[config.mk]
export PLATFORM = sky130hd
export DESIGN_NAME = sir_router
export DESIGN_NICKNAME = d
export VERILOG_FILES = /design/src/hw/sir_pkg.sv /design/src/hw/sir_pad.sv /design/src/hw/sir_router.sv
export VERILOG_INCLUDE_DIRS = /design/src /design/src/hw
export SDC_FILE = /design/constraint.sdc
export NUM_CORES = 1
export LEC_CHECK = 0
export BUFFER_PORTS_ARGS = -buffer_cell sky130_fd_sc_hd__buf_2
export CORE_ASPECT_RATIO = 0.6
export CORE_UTILIZATION = 36
export CTS_CLUSTER_DIAMETER = 50
export DETAILED_ROUTE_END_ITERATION = 12
export GPL_TIMING_DRIVEN = 1
export PLACE_DENSITY = 0.56
export SLEW_MARGIN = 20
export SYNTH_ARGS = -nofsm -noshare
export SYNTH_HDL_FRONTEND = slang
export SYNTH_SLANG_ARGS = --single-unit
[constraint.sdc]
create_clock -name clock_i -period 4.5 [get_ports clock_i]
set_clock_uncertainty 0.15 [all_clocks]
set_input_delay 0.45 -clock clock_i [delete_from_list [all_inputs] [get_ports clock_i]]
set_output_delay 0.45 -clock clock_i [all_outputs]
set_load 0.02 [all_outputs]
[src/hw/sir_cfg.svh]
`ifndef SIR_CFG_SVH
`define SIR_CFG_SVH

// register offsets on the internal register port
`define SIR_ADDR_WAKE_CTRL 8'h2C
`define SIR_ADDR_SRC_EN 8'h2D
`define SIR_ADDR_ROUTE 8'h2E
`define SIR_ADDR_SOURCE 8'h0C

// wake/pin control field positions
`define SIR_BIT_WAKE_TRANS 6
`define SIR_BIT_WAKE_ORIENT 5
`define SIR_BIT_WAKE_PULSE 4
`define SIR_BIT_WAKE_FALL 3
`define SIR_BIT_LEVEL 1
`define SIR_BIT_DRIVE 0

// source positions shared by enable, routing and source registers
`define SIR_SRC_ASLP 7
`define SIR_SRC_TRANS 5
`define SIR_SRC_ORIENT 4
`define SIR_SRC_PULSE 3
`define SIR_SRC_FALL 2
`define SIR_SRC_DRDY 0

// writable bit masks, unused positions read zero; wake-capable source mask
`define SIR_MASK_WAKE_CTRL 8'h7B
`define SIR_MASK_SRC 8'hBD
`define SIR_MASK_WAKE_SRC 8'h3C

// reset values
`define SIR_RST_WAKE_CTRL 8'h00
`define SIR_RST_SRC_EN 8'h00
`define SIR_RST_ROUTE 8'h00

`endif

[src/hw/sir_pkg.sv]
package sir_pkg;
    // register byte type
    typedef logic [7:0] sir_byte_t;
    // pad drive style
    typedef enum logic [1:0] {
        SIR_DRIVE_PUSH = 2'h1,
        SIR_DRIVE_OPEN = 2'h2
    } sir_drive_t;
endpackage

[src/hw/sir_pad.sv]
`timescale 1ns/1ps
`include "sir_cfg.svh"

// one interrupt pad: polarity, drive style and registered outputs
module sir_pad (
    // clock and reset
    input wire logic clock_i,
    input wire logic rst_n_i,
    // control
    input wire logic assert_i,
    input wire logic level_high_i,
    input wire logic open_drain_i,
    // pad
    output logic pad_o,
    output logic pad_oe_o
);
    logic pad_reg;
    logic pad_next;
    logic oe_reg;
    logic oe_next;

    // level and enable for the pad
    always_comb begin
        if (open_drain_i) begin
            // open drain only ever pulls to the active level
            pad_next = level_high_i;
            oe_next = assert_i;
        end else begin
            pad_next = assert_i ? level_high_i : ~level_high_i;
            oe_next = 1'b1;
        end
    end

    // registered pad, reset gives idle push-pull active-low high level
    always_ff @(posedge clock_i) begin
        if (!rst_n_i) begin
            pad_reg <= 1'b1;
            oe_reg <= 1'b1;
        end else begin
            pad_reg <= pad_next;
            oe_reg <= oe_next;
        end
    end

    assign pad_o = pad_reg;
    assign pad_oe_o = oe_reg;
endmodule // sir_pad

[src/hw/sir_router.sv]
`timescale 1ns/1ps
`include "sir_cfg.svh"

module sir_router (
    // clock and reset
    input wire logic clock_i,
    input wire logic rst_n_i,
    // register port from the serial interface block
    input wire logic reg_wr_i,
    input wire logic [7:0] reg_addr_i,
    input wire logic [7:0] reg_wdata_i,
    output logic [7:0] reg_rdata_o,
    // event flags from the functional blocks, same positions as enables
    input wire logic [7:0] event_flags_i,
    // sleep state from the system mode logic
    input wire logic sleeping_i,
    // wake request to the system mode logic
    output logic wake_req_o,
    // first interrupt pad
    output logic irq_pin_first_o,
    output logic irq_pin_first_oe_o,
    // second interrupt pad
    output logic irq_pin_second_o,
    output logic irq_pin_second_oe_o
);
    // wake/pin control register
    sir_pkg::sir_byte_t wake_source_and_pin_control_reg;
    sir_pkg::sir_byte_t wake_source_and_pin_control_next;
    // source enable register
    sir_pkg::sir_byte_t interrupt_source_enables_reg;
    sir_pkg::sir_byte_t interrupt_source_enables_next;
    // routing register
    sir_pkg::sir_byte_t interrupt_pin_routing_reg;
    sir_pkg::sir_byte_t interrupt_pin_routing_next;
    // read data register
    sir_pkg::sir_byte_t rdata_reg;
    sir_pkg::sir_byte_t rdata_next;
    // wake request register
    logic wake_reg;
    logic wake_next;
    // derived combinational terms
    sir_pkg::sir_byte_t gated_src;
    logic first_any;
    logic second_any;
    // named fields of the wake/pin control register
    logic irq_level_select;
    logic irq_drive_mode;
    // pad style kept as an enum for readable compares
    sir_pkg::sir_drive_t drive_style;
    sir_pkg::sir_byte_t wake_sel;

    // register write decode
    always_comb begin
        wake_source_and_pin_control_next = wake_source_and_pin_control_reg;
        interrupt_source_enables_next = interrupt_source_enables_reg;
        interrupt_pin_routing_next = interrupt_pin_routing_reg;
        // hold every register unless a write hits it
        if (reg_wr_i) begin
            case (reg_addr_i)
                // unused bits dropped
                // wake sources, polarity and drive style
                `SIR_ADDR_WAKE_CTRL: begin
                    wake_source_and_pin_control_next = reg_wdata_i & `SIR_MASK_WAKE_CTRL;
                end
                // per-source enables
                `SIR_ADDR_SRC_EN: begin
                    interrupt_source_enables_next = reg_wdata_i & `SIR_MASK_SRC;
                end
                // pin routing, one bit per source
                `SIR_ADDR_ROUTE: begin
                    interrupt_pin_routing_next = reg_wdata_i & `SIR_MASK_SRC;
                end
                // other addresses belong to other blocks
                default: begin
                end
            endcase
        end
    end

    // flags are levels and are not latched here, so a flag that drops
    // before the host reads the source view is gone from it
    // enables gate the flags
    assign gated_src = event_flags_i & interrupt_source_enables_reg & `SIR_MASK_SRC;

    // or of routed sources
    // both pins may assert together when sources are split
    assign first_any = |(gated_src & interrupt_pin_routing_reg);
    assign second_any = |(gated_src & ~interrupt_pin_routing_reg);

    // control fields
    assign irq_level_select = wake_source_and_pin_control_reg[`SIR_BIT_LEVEL];
    assign irq_drive_mode = wake_source_and_pin_control_reg[`SIR_BIT_DRIVE];
    assign drive_style = irq_drive_mode ? sir_pkg::SIR_DRIVE_OPEN : sir_pkg::SIR_DRIVE_PUSH;

    // wake select mapped onto source positions
    always_comb begin
        // autosleep, data ready and unused positions stay zero
        wake_sel = 8'h00;
        wake_sel[`SIR_SRC_TRANS] = wake_source_and_pin_control_reg[`SIR_BIT_WAKE_TRANS];
        wake_sel[`SIR_SRC_ORIENT] = wake_source_and_pin_control_reg[`SIR_BIT_WAKE_ORIENT];
        wake_sel[`SIR_SRC_PULSE] = wake_source_and_pin_control_reg[`SIR_BIT_WAKE_PULSE];
        wake_sel[`SIR_SRC_FALL] = wake_source_and_pin_control_reg[`SIR_BIT_WAKE_FALL];
    end

    // wake request, only while asleep
    // sleep level comes from this clock domain, so no sync stage
    always_comb begin
        wake_next = sleeping_i & (|(gated_src & wake_sel & `SIR_MASK_WAKE_SRC));
    end

    // readback; source register shows gated flags for the host
    always_comb begin
        // address is a level, data follows one cycle later
        case (reg_addr_i)
            // wake/pin control readback
            `SIR_ADDR_WAKE_CTRL: begin
                rdata_next = wake_source_and_pin_control_reg;
            end
            // enable readback
            `SIR_ADDR_SRC_EN: begin
                rdata_next = interrupt_source_enables_reg;
            end
            // routing readback
            `SIR_ADDR_ROUTE: begin
                rdata_next = interrupt_pin_routing_reg;
            end
            // source view for host
            // live view; several sources may share one pin
            `SIR_ADDR_SOURCE: begin
                rdata_next = gated_src;
            end
            // unmapped offsets read zero
            default: begin
                rdata_next = 8'h00;
            end
        endcase
    end

    // control registers; reset leaves every source off and pins idle
    always_ff @(posedge clock_i) begin
        if (!rst_n_i) begin
            wake_source_and_pin_control_reg <= `SIR_RST_WAKE_CTRL;
            interrupt_source_enables_reg <= `SIR_RST_SRC_EN;
            interrupt_pin_routing_reg <= `SIR_RST_ROUTE;
        end else begin
            // writes land here, visible on the next read
            wake_source_and_pin_control_reg <= wake_source_and_pin_control_next;
            interrupt_source_enables_reg <= interrupt_source_enables_next;
            interrupt_pin_routing_reg <= interrupt_pin_routing_next;
        end
    end

    // read data register, one cycle behind the address
    always_ff @(posedge clock_i) begin
        if (!rst_n_i) begin
            // bus reads zero out of reset
            rdata_reg <= 8'h00;
        end else begin
            rdata_reg <= rdata_next;
        end
    end

    // wake request register; costs a cycle but never glitches
    always_ff @(posedge clock_i) begin
        if (!rst_n_i) begin
            // no wake while reset holds
            wake_reg <= 1'b0;
        end else begin
            wake_reg <= wake_next;
        end
    end

    // outputs straight from flip-flops
    assign reg_rdata_o = rdata_reg;
    assign wake_req_o = wake_reg;

    // polarity, drive, idle level
    // pads are registered, so a pin follows its cause one cycle late
    sir_pad u_pad_first (
        .clock_i(clock_i),
        .rst_n_i(rst_n_i),
        .assert_i(first_any),
        .level_high_i(irq_level_select),
        .open_drain_i(drive_style == sir_pkg::SIR_DRIVE_OPEN),
        .pad_o(irq_pin_first_o),
        .pad_oe_o(irq_pin_first_oe_o)
    );

    // second pad, same treatment
    sir_pad u_pad_second (
        .clock_i(clock_i),
        .rst_n_i(rst_n_i),
        .assert_i(second_any),
        .level_high_i(irq_level_select),
        .open_drain_i(drive_style == sir_pkg::SIR_DRIVE_OPEN),
        .pad_o(irq_pin_second_o),
        .pad_oe_o(irq_pin_second_oe_o)
    );
endmodule // sir_router

==> results of run 1 <==
-- logic make-up after synthesis --
kind of cell           Yosys count
AOI/OAI and AO/OA               29
and+or+nand+nor                 75
DFF                             31
buffers and inverters            8
muxes                           12
-- cell type report --
cell class,instances,share of cell area
multi-input combinational,116,0.434
sequential,31,0.368
timing repair buffer,38,0.113
clock buffer,6,0.0430
tap,47,0.0349
clock inverter,2,0.00742
-- critical path: stages --
cell	delay, ns
buf_2	0.10
or3_4	0.40
nor4_4	0.61
mux2i_1	0.27
nor2b_1	0.06
-- how the worst max path moves through the flow --
| stage | end | start | depth (start not counted) |
|---|---|---|---|
| global placement | interrupt_source_enables_reg[4] | reg_addr_i[4] | 5 |
| floorplan | interrupt_source_enables_reg[0] | reg_addr_i[4] | 4 |
| finish | interrupt_source_enables_reg[0] | reg_addr_i[4] | 5 |
| detailed placement | interrupt_source_enables_reg[0] | reg_addr_i[4] | 5 |
| global route | wake_source_and_pin_control_reg[6] | reg_addr_i[4] | 5 |
| CTS | interrupt_source_enables_reg[0] | reg_addr_i[4] | 5 |
-- report_power, final --
group          internal (µW)  switching (µW)
combinational           15.0            21.0
sequential               275           0.258
clock                    108            98.7
-- per-layer routing --
metal  vias up  global-route usage
met4         0              0.0702
li1        642                   -
met5         -                   0
met2        58               0.255
met1       590               0.284
met3         4              0.0673
-- synthesized netlist by cell type (all sizes together) --
| library cell | count | area [µm²] |
|---|---|---|
| o21ai | 12 | 60.1 |
| buf | 4 | 17.5 |
| nor2b | 7 | 43.8 |
| a32oi | 4 | 35.0 |
| nor4 | 2 | 27.5 |
| mux2 | 4 | 45.0 |
| a41oi | 1 | 8.76 |
| dfxtp | 31 | 621 |
| and4b | 3 | 30.0 |
| nand3b | 3 | 22.5 |
| nor2 | 7 | 26.3 |
| o2111ai | 2 | 17.5 |
| nand3 | 24 | 120 |
| a21o | 6 | 45.0 |
| nand2 | 15 | 56.3 |
| o22ai | 1 | 6.26 |
| and2 | 3 | 18.8 |
| nand4b | 1 | 8.76 |
| clkdlybuf4s15 | 1 | 10.0 |
| and3 | 2 | 12.5 |
| or3 | 2 | 17.5 |
| mux2i | 8 | 80.1 |
| or4 | 1 | 7.51 |
| nand4 | 2 | 12.5 |
| clkbuf | 3 | 11.3 |
| nor3 | 3 | 15.0 |
| a21oi | 3 | 15.0 |
-- per-stage QoR --
step	util	hold slack [ns]	setup slack, ns	power (µW)	instance area [µm²]
detailed placement	0.435	0.351	2.33	316	1600
global route	0.458	0.279	2.49	541	1690
floorplan	-	0.309	2.65	299	1390
finish	0.458	0.262	2.62	517	1690
CTS	0.458	0.259	2.62	522	1690
global placement	0.435	0.340	2.38	316	1600
==> results by group, run 1 <==
Outcome
  – Status: completed

Critical path
  – R2R Setup Slk: 3.09 ns
  – CP endpoint kind: flip-flop
  – Worst Setup Start Kind: input pin
  – Reg2Reg Depth: 3
  – WP data required: around 4.5 ns
  – Critical path peak fanout: 6
  – R2R Path End: u_pad_first.pad_oe_o
  – CP Class: input pin to flip-flop
  – Worst path arrival time: 1.90 ns
  – Worst r2r src: interrupt_source_enables_reg[2]

GRT
  – GR Overflow Total: 0
  – Antenna violations before repair: 0
  – GRT Total Usage: 0.193
  – First-pass GRT wire length: 5680 µm
  – Largest net degree at the start of global routing: 33
  – Vias in the first global route: approximately 1.1k

Clock network
  – Clock buffer depth: 2
  – Setup Fix Bufs, Post-CTS: 0
  – Number of H-tree levels: 2
  – CTS root buf: clkbuf_8
  – Number of CTS-inserted buffers: 5
  – Clock latency on the worst-skew pair: 0.27 ns
  – Resize count post-CTS: 0
  – CTS Sinks: 31
  – Hold buffer count at CTS: 0
  – Clock transition at path regs: about 0.070 ns
  – CTS tree: yes

Routing
  – Via count: 1294
  – Vias/cell: 5.39
  – Uppermost layer routed: met4
  – DR WL met3: 339 µm
  – WL/cell: 14.8 µm
  – DRC: 0
  – Met2 WL: 1400 µm
  – WL met1: 1760 µm
  – TritonRoute pass-1 iters: 4
  – DR iter-0 viols: ~130
  – ANT nets after route: 0
  – WL final: 3560 µm

Logic synthesis
  – Syn Nets: 183
  – Number of distinct library cells after synthesis: 31
  – Post-Syn Instances: 155
  – Post-Synth Simple-Gate Area: 0.301
  – Post-Syn Area: 0.00139 mm²
  – XOR/XNOR share of the synthesized area: 0
  – Largest family of logic cells by synthesized area: simple AND/OR/NAND/NOR gates
  – Post-synthesis adder-cell area fraction: 0
  – Synthesized area per cell: approximately 9.0 µm²
  – Syn. warnings: 0
  – Synth Area in Compound Gates: 0.135
  – Seq/Total Area, Yosys: 0.446
  – Mux contribution to synthesized area: 0.0899
  – Synth Register Bits: 31

Final layout
  – Fill cell count: between 300 and 400
  – Commonest non-fill, non-tap cells in the layout: buf_2, dfxtp_1, nand3_1
  – FF/Latch Area: between 600 and 700 µm²
  – Nets: 220
  – Final Non-Filler Cells: 240
  – Multi-input gate area: roughly 730 µm²
  – Area Growth Syn to Fin: 21.2%
  – Max reg flops: 8
  – Commonest non-fill, non-tap cell in the layout: buf_2
  – Share of layout cells above drive strength 1: 0.264
  – Ant diodes: 0

Floorplan
  – Die Footprint: 0.00413 mm²
  – Core area: ~0.0037 mm²
  – Die X: approximately 80 µm
  – Starting Density: 0.378
  – Die Y: 50.2 µm
  – I/O pins: 41
  – # rows: 17

Timing
  – Final hold violations: 0
  – Max Clock Freq: ~530 MHz
  – Min Tclk post-route: 1.88 ns
  – Slew margin rel.: 0.565
  – Final period utilization: 0.417
  – Finish-stage setup viols: 0
  – Slew Viols, Final: 0
  – Setup tns final: 0 ns
  – RSZ-0062 raised after global routing: false
  – Worst-Margin Slew: between 0.6 and 0.7 ns

Run
  – Max cap viols: 0

Place
  – Placed Cells: 232
  – # port buffers: 38
  – RePlAce Congestion: 0.924
  – Post-DP HPWL: 2700 µm

Worst hold path
  – WHS Path Cells: 3
  – Min-delay src: reg_wdata_i[1]
  – Hold Path Class: input pin to flip-flop
  – Hold endpoint: wake_source_and_pin_control_reg[1]

Pwr
  – Peak supply drop: ~150 µV
  – LEAKAGE: 0.000681 µW
  – Pwr Density: 307 mW/mm²
(Power assumes the default switching activity.)
==> run 2: changes to the inputs <==
==> constraint.sdc (replaced) <==
create_clock -name clock_i -period 1.9 [get_ports clock_i]
set_clock_uncertainty 0.15 [all_clocks]
set_input_delay 0.19 -clock clock_i [delete_from_list [all_inputs] [get_ports clock_i]]
set_output_delay 0.19 -clock clock_i [all_outputs]
set_load 0.02 [all_outputs]
==> results by group, run 2 (synthesis gave the netlist of run 1 again) <==
Clock network
  – CTS Sinks: 31 (unchanged)
  – CTS root buf: clkbuf_8
  – CTS tree: yes
  – Clock transition at path regs: 0.07 ns (about the same)
  – Number of H-tree levels: 2 (unchanged)
  – Number of CTS-inserted buffers: 5 (unchanged)
  – Resize count post-CTS: 0 (unchanged)
  – Setup Fix Bufs, Post-CTS: 0 (unchanged)
  – Clock latency on the worst-skew pair: 0.28 ns (about the same)
  – Clock buffer depth: 2 (unchanged)

Routing
  – Via count: 1362 (+5.3%)
  – DR iter-0 viols: 169 (+27%)
  – ANT nets after route: 0 (unchanged)
  – DRC: 0 (unchanged)
  – WL final: 3660 µm (+3.0%)
  – TritonRoute pass-1 iters: 4 (unchanged)
  – WL/cell: 14.8 µm (about the same)
  – Vias/cell: 5.51 (+2.3%)

Final layout
  – Fill cell count: 354 (-4.8%)
  – Final core occ: 0.480 (+0.0214)
  – Commonest non-fill, non-tap cell in the layout: buf_2
  – Share of layout cells above drive strength 1: 0.280 (+0.0158)
  – Area Growth Syn to Fin: 26.9%
  – Ant diodes: 0 (unchanged)
  – Commonest non-fill, non-tap cells in the layout: buf_2, dfxtp_1, nand3_1
  – Nets: 227 (+3.2%)
  – Max reg flops: 8 (unchanged)

GRT
  – Largest net degree at the start of global routing: 24 (-27%)
  – Vias in the first global route: 1215 (+5.8%)
  – GRT Total Usage: 0.194 (+0.000775)
  – Antenna violations before repair: 0 (unchanged)
  – GR Overflow Total: 0 (unchanged)
  – First-pass GRT wire length: 5810 µm (+2.3%)

Floorplan
  – Die X: 82.3 µm (unchanged)
  – Die Footprint: 0.00413 mm² (unchanged)
  – Starting Density: 0.378 (unchanged)
  – Die Y: 50.2 µm (unchanged)
  – # rows: 17 (unchanged)
  – I/O pins: 41 (unchanged)
  – Core area: 0.00368 mm² (unchanged)

Critical path
  – WP data required: 1.92 ns (-2.60 ns)
  – R2R Setup Slk: 0.48 ns (-2.61 ns)
  – CP Class: input pin to flip-flop
  – CP endpoint kind: flip-flop
  – Worst Setup Start Kind: input pin
  – Critical path peak fanout: 6 (unchanged)
  – Worst path arrival time: 1.45 ns (-0.45 ns)

Pwr
  – LEAKAGE: 0.000722 µW (+5.9%)
  – Peak supply drop: 343 µV (+130%)
  – Pwr Density: 745 mW/mm² (+140%)

Timing
  – Slew margin rel.: 0.651 (+0.0858)
  – Final hold violations: 0 (unchanged)
  – Slew Viols, Final: 0 (unchanged)
  – Setup tns final: 0 ns (unchanged)
  – RSZ-0062 raised after global routing: false
  – Max Clock Freq: 701 MHz
  – Finish-stage setup viols: 0 (unchanged)
  – Min Tclk post-route: 1.43 ns
  – Worst-Margin Slew: 0.524 ns (-0.124 ns)
  – Final period utilization: 0.750

Place
  – Post-DP HPWL: 2760 µm (+2.0%)
  – RePlAce Congestion: 0.843 (-8.8%)
  – # port buffers: 38 (unchanged)

Worst hold path
  – Hold Path Class: input pin to flip-flop

Outcome
  – Status: completed

Run
  – Max cap viols: 0 (unchanged)
-- run 2: worst max-delay path, cell delays in order --
cell and delay, ns:
buf_2 0.10, or3_4 0.40, nor4_4 0.25, buf_4 0.22, mux2i_1 0.23, nor2b_1 0.06
-- run 2: cell type report --
class,count,area (µm²),share of cell area
clock buffers,7,96.3,0.0546
clock inverters,1,7.51,0.00425
flip-flops and latches,31,621,0.352
well taps,47,58.8,0.0333
repair buffers,45,250,0.142
multi-input cells,116,732,0.415
-- run 2: through the flow --
stage | worst slack (ns) | cells | power [µW] | cell area [µm²] | hold WS [ns]
finish | 0.474 | 247 | 1320 | 1770 | 0.0119
global route | 0.380 | 247 | 1370 | 1770 | 0.0119
CTS | 0.473 | 247 | 1320 | 1770 | 0.0129
detailed placement | 0.183 | 236 | 751 | 1630 | 0.292
global placement | 0.239 | 236 | 749 | 1630 | 0.287
floorplan | 0.309 | 155 | 709 | 1390 | 0.159
-- run 2: repair_timing --
item,4_1_cts,5_1_grt
setup endpoints to repair,0,0
endpoints found under the hold margin,3,0
hold buffers,3,0
-- run 2: per-layer routing --
| metal | vias to the layer above | GRT usage | share of wire |
|---|---|---|---|
| met5 | - | 0 | 0 |
| met1 | 640 | 0.275 | 0.51 |
| met2 | 56 | 0.270 | 0.41 |
| met4 | 0 | 0.0819 | 0.0093 |
| met3 | 6 | 0.0582 | 0.078 |
| li1 | 660 | - | - |
-- run 2: report_power, final --
group / total [µW] / leakage [µW] / switching, µW / internal [µW]
clock: 573 / 0.0000505 / 243 / 329
sequential: 651 / 0.000250 / 0.626 / 650
combinational: 92.6 / 0.000421 / 51.5 / 41.1
-- run 2: final timing paths --
| path | from | endpoint | cells after the start |
|---|---|---|---|
| setup / recovery | reg_addr_i[4] | interrupt_source_enables_reg[2] | 6 |
| hold / removal | reg_wdata_i[7] | interrupt_pin_routing_reg[7] | 3 |
| setup reg to reg | interrupt_pin_routing_reg[5] | u_pad_second.pad_o | 4 |
| hold reg to reg | wake_source_and_pin_control_reg[3] | wake_source_and_pin_control_reg[3] | 2 |
